[src/rcb_pkg.sv]
// Constants, register map and carrier types for the circular buffer and mode command block.
// Assumes a 16-bit shared RAM with word addressing and a 16-bit register port.
package rcb_pkg;

  // ************************************************************
  // Widths
  // ************************************************************
  localparam int DW = 16;
  localparam int LOGW = 4;

  // ************************************************************
  // Register map (word offsets on the register port)
  // ************************************************************
  localparam logic [3:0] REG_CFG = 4'h0;
  localparam logic [3:0] REG_IRQ_EN = 4'h1;
  localparam logic [3:0] REG_PEND = 4'h2;
  localparam logic [3:0] REG_DESC_BASE = 4'h3;
  localparam logic [3:0] REG_LOG_BASE = 4'h4;
  localparam logic [3:0] REG_STATUS = 4'h5;
  localparam logic [3:0] REG_ILL_FIRST = 4'h8;

  // Configuration bits
  localparam int CFG_UNDEF_INV = 0;
  localparam int CFG_SEGREGATE = 1;
  localparam int CFG_ERR_FREE = 2;
  localparam int CFG_BROADCAST_INDICATOR_FLAG = 3;

  // Interrupt enable and pending bits
  localparam int IRQ_BLOCK_DONE = 0;
  localparam int IRQ_ACCESS = 1;

  // Descriptor control word fields
  localparam int CTL_CNT_LSB = 4;
  localparam int CTL_BLOCK_DONE = 2;
  localparam int CTL_ACCESS = 15;

  // Descriptor layout
  localparam logic [15:0] DESC_MODE_OFS = 16'h0080;
  localparam logic [2:0] DESC_WORDS = 3'h4;
  localparam logic [15:0] DESC_CA_OFS = 16'h0002;
  localparam logic [15:0] DESC_MIB_OFS = 16'h0003;

  // Message information word fields
  localparam int MIW_ERROR = 15;
  localparam int MIW_BUSY = 14;
  localparam int MIW_BROADCAST_INDICATOR = 13;
  localparam int MIW_ILLEGAL = 12;

  // Interrupt information word type bits
  localparam logic [15:0] IIW_ACCESS = 16'h0002;
  localparam logic [15:0] IIW_BLOCK_DONE = 16'h0001;

  // Reset values
  localparam logic [15:0] CFG_RST = 16'h0000;
  localparam logic [15:0] ZERO16 = 16'h0000;

  // ************************************************************
  // Carrier types
  // ************************************************************
  typedef struct packed {
    logic broadcast_indicator;
    logic tr;
    logic [4:0] sa;
    logic [4:0] wc_mc;
  } rcb_cmd_t;

  typedef struct packed {
    logic error;
    logic busy;
    logic illegal;
    logic gap_err;
  } rcb_msg_stat_t;

  typedef struct packed {
    logic respond;
    logic msg_error;
    logic send_data;
    logic dyn_bus_accept;
  } rcb_resp_t;

  typedef enum logic [3:0] {
    ST_IDLE = 4'b0000,
    ST_DESC = 4'b0001,
    ST_XFER = 4'b0010,
    ST_MIW = 4'b0011,
    ST_TT = 4'b0100,
    ST_CA = 4'b0101,
    ST_MIB = 4'b0110,
    ST_MRD = 4'b0111,
    ST_MWAIT = 4'b1000,
    ST_MCAP = 4'b1001,
    ST_LOG0 = 4'b1010,
    ST_LOG1 = 4'b1011
  } rcb_state_t;

endpackage

[src/rcb_core.sv]
// Circular buffer mode 2 message storage and mode command handling for a remote terminal.
// Assumes a shared RAM that answers a read one cycle after the registered request,
// and a protocol front end that reports commands, words and message end as pulses.
//
// Operation
// - Receive words stored from current data pointer
// - After words, write info, time tag, pointers
// - Before block end, pointers advance to next
// - Block end reloads pointers; count field masks
// - Block done interrupt when both enables set
// - Transmit words fetched from current data pointer
// - Transmit end updates like receive
// - Broadcast data shares the one buffer
// - Broadcast flag replaces gap error bit
// - Broadcast transmit: no send, pointers held
// - Invalid option covers only 22 undefined codes
// - Option cleared at reset; undefined then valid
// - Legal mode command answered in form
// - Illegal mode command sets message error
// - Invalid undefined code: silence, status kept
// - Table resets clear; non-broadcast transmit codes 16 to 31 send data
// - Dynamic bus acceptance never set
// - Mode interrupts from top control bits
// - Access interrupt sets pending and output
// - Access interrupt logged before output asserts; block done not logged
// - Logged address is mode control word address
// - Info pointer held after error, busy, illegal
// - Increment once, test full, else again
`timescale 1ns/10ps

module rcb_core (
  input wire logic clk,
  input wire logic rst,
  input wire logic [3:0] reg_addr,
  input wire logic [15:0] reg_wdata,
  input wire logic reg_wr,
  input wire logic reg_rd,
  output logic [15:0] reg_rdata,
  input wire logic cmd_valid,
  input wire rcb_pkg::rcb_cmd_t cmd,
  input wire logic rx_word_valid,
  input wire logic [15:0] rx_word,
  input wire logic tx_word_req,
  output logic tx_word_valid,
  output logic [15:0] tx_word,
  input wire logic msg_end,
  input wire rcb_pkg::rcb_msg_stat_t msg_stat,
  input wire logic [15:0] time_tag,
  output logic resp_valid,
  output rcb_pkg::rcb_resp_t resp,
  output logic [15:0] ram_addr,
  output logic [15:0] ram_wdata,
  output logic ram_we,
  output logic ram_re,
  input wire logic [15:0] ram_rdata,
  output logic message_irq_output
);

  // ************************************************************
  // Registers
  // ************************************************************
  logic [15:0] cfg_r;
  logic [15:0] irq_en_r;
  logic [15:0] pend_r;
  logic [15:0] desc_base_r;
  logic [15:0] log_base_r;
  logic [15:0] ill_r [0:7];
  logic msg_error_status_r;
  logic [rcb_pkg::LOGW-1:0] log_ptr_r;
  logic [15:0] tt_r;

  rcb_pkg::rcb_state_t state_r;
  rcb_pkg::rcb_cmd_t cmd_r;
  rcb_pkg::rcb_msg_stat_t stat_r;
  logic [15:0] desc_r;
  logic [15:0] ctrl_r;
  logic [15:0] start_r;
  logic [15:0] current_data_pointer;
  logic [15:0] info_buffer_pointer;
  logic [2:0] k_r;
  logic [5:0] cnt_r;
  logic [1:0] txp_r;
  logic set_block_r;
  logic set_access_r;
  logic [15:0] ram_addr_r;
  logic [15:0] ram_wdata_r;
  logic ram_we_r;
  logic ram_re_r;

  // ************************************************************
  // Mode command decode
  // ************************************************************
  logic is_mode;
  logic undefined_mc;
  logic ill_bit;
  logic recognized;
  logic [6:0] ill_idx;
  logic [15:0] mib_inc;
  logic [15:0] cnt_mask;
  logic full_count;
  logic hold_ptrs;
  logic [15:0] miw;

  assign is_mode = (cmd.sa == 5'h00) || (cmd.sa == 5'h1f);
  assign undefined_mc = cmd.tr ? (cmd.wc_mc == 5'h11 || cmd.wc_mc == 5'h14 || cmd.wc_mc == 5'h15)
                               : (cmd.wc_mc <= 5'h10 || cmd.wc_mc == 5'h12 || cmd.wc_mc == 5'h13);
  assign ill_idx = {cmd.broadcast_indicator, cmd.tr, cmd.wc_mc};
  assign ill_bit = ill_r[ill_idx[6:4]][ill_idx[3:0]];
  assign recognized = !(undefined_mc && cfg_r[rcb_pkg::CFG_UNDEF_INV]);

  assign mib_inc = info_buffer_pointer + 16'h0001;
  assign cnt_mask = (16'h0001 << ctrl_r[rcb_pkg::CTL_CNT_LSB +: 4]) - 16'h0001;
  assign full_count = (mib_inc & cnt_mask) == cnt_mask;
  // Pointers held on error or broadcast transmit
  assign hold_ptrs = stat_r.error || stat_r.busy || stat_r.illegal || (cmd_r.broadcast_indicator && cmd_r.tr);

  always_comb begin
    miw = {11'h000, cmd_r.wc_mc};
    miw[rcb_pkg::MIW_ERROR] = stat_r.error;
    miw[rcb_pkg::MIW_BUSY] = stat_r.busy;
    miw[rcb_pkg::MIW_ILLEGAL] = stat_r.illegal;
    miw[rcb_pkg::MIW_BROADCAST_INDICATOR] = cfg_r[rcb_pkg::CFG_BROADCAST_INDICATOR_FLAG] ? cmd_r.broadcast_indicator : stat_r.gap_err;
  end

  // ************************************************************
  // Register port
  // ************************************************************
  always_ff @(posedge clk or posedge rst) begin
    if (rst) begin
      cfg_r <= rcb_pkg::CFG_RST;
      irq_en_r <= rcb_pkg::ZERO16;
      desc_base_r <= rcb_pkg::ZERO16;
      log_base_r <= rcb_pkg::ZERO16;
    end else if (reg_wr) begin
      unique case (reg_addr)
        rcb_pkg::REG_CFG: cfg_r <= reg_wdata;
        rcb_pkg::REG_IRQ_EN: irq_en_r <= reg_wdata;
        rcb_pkg::REG_DESC_BASE: desc_base_r <= reg_wdata;
        rcb_pkg::REG_LOG_BASE: log_base_r <= reg_wdata;
        default: ;
      endcase
    end
  end

  always_ff @(posedge clk or posedge rst) begin
    if (rst) begin
      for (int i = 0; i < 8; i++) begin
        ill_r[i] <= rcb_pkg::ZERO16;
      end
    end else if (reg_wr && reg_addr[3]) begin
      ill_r[reg_addr[2:0]] <= reg_wdata;
    end
  end

  // Set wins over a same-cycle clear
  always_ff @(posedge clk or posedge rst) begin
    if (rst) begin
      pend_r <= rcb_pkg::ZERO16;
    end else begin
      pend_r <= (pend_r & ~((reg_wr && reg_addr == rcb_pkg::REG_PEND) ? reg_wdata : rcb_pkg::ZERO16))
                | {14'h0000, set_access_r, set_block_r};
    end
  end

  always_ff @(posedge clk or posedge rst) begin
    if (rst) begin
      reg_rdata <= rcb_pkg::ZERO16;
    end else if (reg_rd) begin
      if (reg_addr[3]) begin
        reg_rdata <= ill_r[reg_addr[2:0]];
      end else begin
        unique case (reg_addr)
          rcb_pkg::REG_CFG: reg_rdata <= cfg_r;
          rcb_pkg::REG_IRQ_EN: reg_rdata <= irq_en_r;
          rcb_pkg::REG_PEND: reg_rdata <= pend_r;
          rcb_pkg::REG_DESC_BASE: reg_rdata <= desc_base_r;
          rcb_pkg::REG_LOG_BASE: reg_rdata <= log_base_r;
          rcb_pkg::REG_STATUS: reg_rdata <= {7'h00, msg_error_status_r, log_ptr_r, state_r};
          default: reg_rdata <= rcb_pkg::ZERO16;
        endcase
      end
    end else begin
      reg_rdata <= rcb_pkg::ZERO16;
    end
  end

  // ************************************************************
  // Message sequencer
  // ************************************************************
  always_ff @(posedge clk or posedge rst) begin
    if (rst) begin
      state_r <= rcb_pkg::ST_IDLE;
      cmd_r <= '0;
      stat_r <= '0;
      desc_r <= rcb_pkg::ZERO16;
      ctrl_r <= rcb_pkg::ZERO16;
      start_r <= rcb_pkg::ZERO16;
      current_data_pointer <= rcb_pkg::ZERO16;
      info_buffer_pointer <= rcb_pkg::ZERO16;
      tt_r <= rcb_pkg::ZERO16;
      k_r <= 3'h0;
      cnt_r <= 6'h00;
      ram_addr_r <= rcb_pkg::ZERO16;
      ram_wdata_r <= rcb_pkg::ZERO16;
      ram_we_r <= 1'b0;
      ram_re_r <= 1'b0;
      set_block_r <= 1'b0;
      set_access_r <= 1'b0;
      log_ptr_r <= '0;
    end else begin
      ram_we_r <= 1'b0;
      ram_re_r <= 1'b0;
      set_block_r <= 1'b0;
      set_access_r <= 1'b0;
      unique case (state_r)
        rcb_pkg::ST_IDLE: begin
          if (cmd_valid && is_mode && recognized) begin
            cmd_r <= cmd;
            desc_r <= desc_base_r + rcb_pkg::DESC_MODE_OFS + {8'h00, cmd.tr, cmd.wc_mc, 2'b00};
            state_r <= rcb_pkg::ST_MRD;
          end else if (cmd_valid && !is_mode) begin
            cmd_r <= cmd;
            desc_r <= desc_base_r + {8'h00, cmd.tr, cmd.sa, 2'b00};
            k_r <= 3'h0;
            cnt_r <= 6'h00;
            state_r <= rcb_pkg::ST_DESC;
          end
        end
        rcb_pkg::ST_DESC: begin
          // Reads are pipelined: word j lands two steps after its request
          if (k_r < rcb_pkg::DESC_WORDS) begin
            ram_re_r <= 1'b1;
            ram_addr_r <= desc_r + {13'h0000, k_r};
          end
          if (k_r == 3'h2) ctrl_r <= ram_rdata;
          if (k_r == 3'h3) start_r <= ram_rdata;
          if (k_r == 3'h4) current_data_pointer <= ram_rdata;
          if (k_r == 3'h5) begin
            info_buffer_pointer <= ram_rdata;
            state_r <= rcb_pkg::ST_XFER;
          end
          k_r <= k_r + 3'h1;
        end
        rcb_pkg::ST_XFER: begin
          // Broadcast and non-broadcast receive data to one buffer
          if (rx_word_valid && !cmd_r.tr) begin
            ram_we_r <= 1'b1;
            ram_addr_r <= current_data_pointer + {10'h000, cnt_r};
            ram_wdata_r <= rx_word;
            cnt_r <= cnt_r + 6'h01;
          end else if (tx_word_req && cmd_r.tr && !cmd_r.broadcast_indicator) begin
            ram_re_r <= 1'b1;
            ram_addr_r <= current_data_pointer + {10'h000, cnt_r};
            cnt_r <= cnt_r + 6'h01;
          end else if (msg_end) begin
            stat_r <= msg_stat;
            tt_r <= time_tag;
            state_r <= rcb_pkg::ST_MIW;
          end
        end
        rcb_pkg::ST_MIW: begin
          ram_we_r <= 1'b1;
          ram_addr_r <= info_buffer_pointer;
          ram_wdata_r <= miw;
          state_r <= rcb_pkg::ST_TT;
        end
        rcb_pkg::ST_TT: begin
          ram_we_r <= 1'b1;
          ram_addr_r <= mib_inc;
          ram_wdata_r <= tt_r;
          state_r <= hold_ptrs ? rcb_pkg::ST_IDLE : rcb_pkg::ST_CA;
        end
        rcb_pkg::ST_CA: begin
          ram_we_r <= 1'b1;
          ram_addr_r <= desc_r + rcb_pkg::DESC_CA_OFS;
          current_data_pointer <= full_count ? start_r : current_data_pointer + {10'h000, cnt_r};
          ram_wdata_r <= full_count ? start_r : current_data_pointer + {10'h000, cnt_r};
          state_r <= rcb_pkg::ST_MIB;
        end
        rcb_pkg::ST_MIB: begin
          ram_we_r <= 1'b1;
          ram_addr_r <= desc_r + rcb_pkg::DESC_MIB_OFS;
          info_buffer_pointer <= full_count ? (info_buffer_pointer & ~cnt_mask) : info_buffer_pointer + 16'h0002;
          ram_wdata_r <= full_count ? (info_buffer_pointer & ~cnt_mask) : info_buffer_pointer + 16'h0002;
          set_block_r <= full_count && ctrl_r[rcb_pkg::CTL_BLOCK_DONE] && irq_en_r[rcb_pkg::IRQ_BLOCK_DONE];
          state_r <= rcb_pkg::ST_IDLE;
        end
        rcb_pkg::ST_MRD: begin
          ram_re_r <= 1'b1;
          ram_addr_r <= desc_r;
          state_r <= rcb_pkg::ST_MWAIT;
        end
        rcb_pkg::ST_MWAIT: begin
          state_r <= rcb_pkg::ST_MCAP;
        end
        rcb_pkg::ST_MCAP: begin
          ctrl_r <= ram_rdata;
          state_r <= (ram_rdata[rcb_pkg::CTL_ACCESS] && irq_en_r[rcb_pkg::IRQ_ACCESS]
                      && !(cmd_r.broadcast_indicator && cmd_r.tr && cmd_r.wc_mc[4])) ? rcb_pkg::ST_LOG0 : rcb_pkg::ST_IDLE;
        end
        rcb_pkg::ST_LOG0: begin
          ram_we_r <= 1'b1;
          ram_addr_r <= log_base_r + {11'h000, log_ptr_r, 1'b0};
          ram_wdata_r <= rcb_pkg::IIW_ACCESS;
          state_r <= rcb_pkg::ST_LOG1;
        end
        rcb_pkg::ST_LOG1: begin
          ram_we_r <= 1'b1;
          ram_addr_r <= log_base_r + {11'h000, log_ptr_r, 1'b1};
          ram_wdata_r <= desc_r;
          log_ptr_r <= log_ptr_r + 4'h1;
          set_access_r <= 1'b1;
          state_r <= rcb_pkg::ST_IDLE;
        end
        default: state_r <= rcb_pkg::ST_IDLE;
      endcase
    end
  end

  // ************************************************************
  // Mode response and status
  // ************************************************************
  always_ff @(posedge clk or posedge rst) begin
    if (rst) begin
      resp_valid <= 1'b0;
      resp <= '0;
      msg_error_status_r <= 1'b0;
    end else begin
      resp_valid <= 1'b0;
      if (state_r == rcb_pkg::ST_IDLE && cmd_valid && is_mode && recognized) begin
        resp_valid <= 1'b1;
        // Table bit picks form of answer
        resp.respond <= !cmd.broadcast_indicator;
        resp.msg_error <= ill_bit;
        // Legal non-broadcast transmit codes 16 to 31 send data
        resp.send_data <= !ill_bit && !cmd.broadcast_indicator && cmd.tr && cmd.wc_mc[4];
        resp.dyn_bus_accept <= 1'b0;
        msg_error_status_r <= ill_bit;
      end else if (state_r == rcb_pkg::ST_XFER && msg_end) begin
        msg_error_status_r <= msg_stat.illegal;
      end
    end
  end

  // ************************************************************
  // Transmit word return and interrupt output
  // ************************************************************
  always_ff @(posedge clk or posedge rst) begin
    if (rst) begin
      txp_r <= 2'b00;
      tx_word <= rcb_pkg::ZERO16;
      tx_word_valid <= 1'b0;
    end else begin
      txp_r <= {txp_r[0], state_r == rcb_pkg::ST_XFER && tx_word_req && cmd_r.tr && !cmd_r.broadcast_indicator};
      tx_word_valid <= txp_r[1];
      if (txp_r[1]) begin
        tx_word <= ram_rdata;
      end
    end
  end

  always_ff @(posedge clk or posedge rst) begin
    if (rst) begin
      message_irq_output <= 1'b0;
    end else begin
      message_irq_output <= |(pend_r & irq_en_r);
    end
  end

  assign ram_addr = ram_addr_r;
  assign ram_wdata = ram_wdata_r;
  assign ram_we = ram_we_r;
  assign ram_re = ram_re_r;

endmodule

[config.mk]
export PLATFORM = sky130hd
export DESIGN_NAME = rcb_core
export DESIGN_NICKNAME = d
export VERILOG_FILES = /design/src/rcb_pkg.sv /design/src/rcb_core.sv
export SDC_FILE = /design/constraint.sdc
export NUM_CORES = 1
export LEC_CHECK = 0
export CORE_UTILIZATION = 65
export DETAILED_ROUTE_END_ITERATION = 6
export DONT_BUFFER_PORTS = 1
export PLACE_DENSITY = 0.81
export SETUP_SLACK_MARGIN = 0.05
export SYNTH_ARGS = -nofsm -noshare
export SYNTH_HDL_FRONTEND = slang
export SYNTH_SLANG_ARGS = --single-unit
[constraint.sdc]
create_clock -name clk -period 15 [get_ports clk]
set_input_delay 0.75 -clock clk [delete_from_list [all_inputs] [get_ports clk]]
set_output_delay 0.75 -clock clk [all_outputs]
set_load 0.005 [all_outputs]
==> impl_metrics.py <==
metrics = {
    "route": {
        "remaining_drc_errors": 0,
        "routed-via-count": 17520,
        "wl_per_cell_um": 29.95,
        "dr.pass1.iters": 6,
        "drt-total-wl_mm": 73.13,
        "ant_nets": 0,
        "via_per_inst": 7.175,
        "drt_iter0_drc": 1995,
    },
    "timing": {
        "max_freq_ghz": 0.2317,
        "slew_violations": 0,
        "setup_tns_ps": 0,
        "setup_slack_ps": 10680,
        "clock_skew_ps": 30.11,
        "fin_crit_sh_pct": 28.77,
        "period_minus_slack_ps": 4316,
        "relSlewSlack_pct": 9.417,
        "finalSetupViolations": 0,
        "hold_viol_final": 0,
        "rsz0062_at_grt": "no",
        "tightest_slew_ps": 1351,
    },
    "clocking": {
        "cts_hold_buffers": 0,
        "cts-resized-gates": 0,
        "cts_made_buffers": 42,
        "clock-root-buffer": "clkbuf_16",
        "cts.clk_slew.worst_paths_ps": 60,
        "cts_tree": "built",
        "htreeDepth": 2,
        "clock-sinks": 398,
        "cts_buffer_depth": 3,
        "cts_setup_buffers": 0,
        "insertion_delay_ps": 590,
    },
    "min_path": {
        "hold_class": "input port to async pin",
    },
    "synthesis": {
        "yosysSeqAreaShare_pct": 44.15,
        "ys_ff_latch": 398,
        "yosysTopAreaCell": "dfrtp_1",
        "syn-num-nets": 2181,
        "yosys.area.top_type_share_pct": 44.15,
        "ys_types": 80,
        "synthCells": 2041,
        "yosys_warnings": 0,
        "ys.flop_type": "dfrtp_1",
        "avgSynthCellArea_um2": 11.05,
        "syn-cell-area_mm2": 0.02256,
        "async_reset_ff_share_pct": 100.0,
        "synth_edf_count": 0,
        "yosys-top-cells-area": "dfrtp_1, mux2_2, mux4_2",
    },
    "power_and_ir_drop": {
        "p_per_area_mw_per_mm2": 188.2,
        "ir_drop_v": 0.0001176,
        "seqPwrFrac_pct": 41.6,
        "clockPowerShare_pct": 22.9,
        "switching_power_mw": 1.821,
        "p_sw_share_pct": 40.09,
        "intPower_mw": 2.722,
        "power_frac_comb_pct": 35.5,
        "leakage_nw": 9.961,
    },
    "critical_path": {
        "path_cells": "nor2_1, nand3b_1, ha_1, and3_1, a311oi_1, nor2_1, a211o_1, nor2_4, buf_4, mux2_1, a31oi_1, a31oi_1",
        "critPathMaxStageDelay_ps": 570,
        "critPathKind": "register to register",
        "crit_slowest_cell": "dfrtp_1",
        "startpoint_type": "register",
        "end_kind": "register",
        "cp_max_fo": 34,
        "critPathRequiredTime_ps": 15450,
        "crit_arrival_ps": 4760,
    },
    "floorplanning": {
        "placementRows": 67,
        "core_area_mm2": 0.03387,
        "die_y_um": 188.3,
        "dieArea_mm2": 0.03546,
        "start_util_pct": 66.61,
        "ios": 165,
        "die_x_um": 188.3,
    },
    "placed_design": {
        "dpl.cell_count": 2369,
        "dpl-instance-area_mm2": 0.02276,
        "io_buffers": 0,
        "place.gp.congestion": 1.007,
        "place_ws_ps": 10780,
        "hpwl_mm": 52.55,
    },
    "outcome": {
        "status": "finished clean",
    },
    "cells_and_area": {
        "final_common_cell": "dfrtp_1",
        "area_growth_pct": 7.005,
        "fin_util_pct": 71.28,
        "fin_cells": 2442,
        "layout-drive-gt1-share_pct": 23.82,
        "final_cell_mix": "dfrtp_1, mux2_2, nand2_1",
        "nets": 2105,
        "antenna_cells": 0,
        "stdcell_area_mm2": 0.02414,
    },
    "job": {
        "cap_violations": 0,
    },
    "global_routing": {
        "gr-total-overflow": 0,
        "antenna_found_initial": 1,
        "grt_pass1_vias": 17620,
        "grt_util_all_layers_pct": 42.11,
        "grt_pass1_wl_mm": 111.4,
        "grt_max_degree": 100,
    },
}
## cells in the mapped netlist (all sizes together) (28+ instances only)
master / instances
dfrtp: 398
o21ai: 115
mux2i: 33
nand2: 165
nor3: 28
mux4: 73
a22oi: 43
nor2: 120
ha: 42
a31oi: 32
a21oi: 91
xor2: 29
nand3: 31
buf: 45
clkbuf: 108
mux2: 274
xnor2: 43
inv: 32
## critical path: cells and delay by family, from the launching register on
family	cells	cell delay [ps]
AND/OR/NAND/NOR	5	1300
AO/OA/AOI/OAI	4	1070
flip-flops	1	570
buffers and inverters	1	480
adder cells (fa/ha/maj)	1	380
multiplexers	1	360
## kinds of logic after synthesis
logic type	after synthesis	share of synthesized area, %
AO/OA/AOI/OAI	483	14.26
XOR/XNOR	72	2.795
adder cells (fa/ha/maj)	48	2.862
buffers and inverters	185	3.439
flip-flops	398	44.15
multiplexers	380	22.43
other	1	0.01662
AND/OR/NAND/NOR	474	10.05
## area by class of cell
cell class | instances | area (um2)
Sequential cell | 398 | 9960
Clock buffer | 55 | 1211
Multi-Input combinational cell | 1458 | 11870
Tap cell | 448 | 560.5
Timing Repair Buffer | 33 | 247.7
Clock inverter | 18 | 166.4
Inverter | 32 | 127.6
Fill cell | 2341 | 9728
## sequential cells by signal (all words and copies together), names as in the netlist, 4 cells and up
name	flops
cfg_r	16
cmd_r	7
cnt_r	6
ctrl_r	5
current_data_pointer	16
desc_base_r	16
desc_r	16
ill_r	128
info_buffer_pointer	16
irq_en_r	16
log_base_r	16
log_ptr_r	4
pend_r	16
ram_addr	16
ram_wdata	16
reg_rdata	16
start_r	16
state_r	4
tt_r	16
tx_word	16
## worst paths after layout
path / start / depth (start not counted) / slack, ps / end
max in group asynchronous: rst / 3 / 12420 / ill_r[70]
worst min-delay path: rst / 1 / 100 / tt_r[8]
worst max register to register: ctrl_r[6] / 12 / 10680 / ram_wdata[11]
min in group clk: cmd[11] / 1 / 260 / resp[1]
worst min register to register: txp_r[0] / 0 / 340 / txp_r[1]
worst max-delay path: ctrl_r[6] / 12 / 10680 / ram_wdata[11]
## power groups by stage
stage	Combinational (mW)	Clock (mW)	Sequential [mW]
6_report	1.61	1.04	1.89
5_1_grt	1.74	1.08	1.92
4_1_cts	1.58	1.05	1.87
3_5_place_dp	1.57	0	1.88
3_3_place_gp	1.54	0	1.86
2_1_floorplan	1.27	0	1.62
## routing by layer
layer / vias to the layer above / global-route usage [%] / part of all wire, %
li1: 7464 / - / -
met1: 8840 / 51.36 / 37
met5: - / 0 / 0.014
met4: 2 / 24.81 / 6.8
met2: 952 / 70.71 / 49
met3: 264 / 7.189 / 7.5
## stage by stage
| step | power, mW | hold slack [ps] |
|---|---|---|
| after detailed placement | 3.446 | 338.0 |
| final | 4.543 | 102.2 |
| after floorplan | 2.895 | 331.2 |
| after global placement | 3.397 | 335.1 |
| after global routing | 4.746 | 169.2 |
| after CTS | 4.497 | 161.8 |
Note: power is estimated with default switching activity, not from simulation.
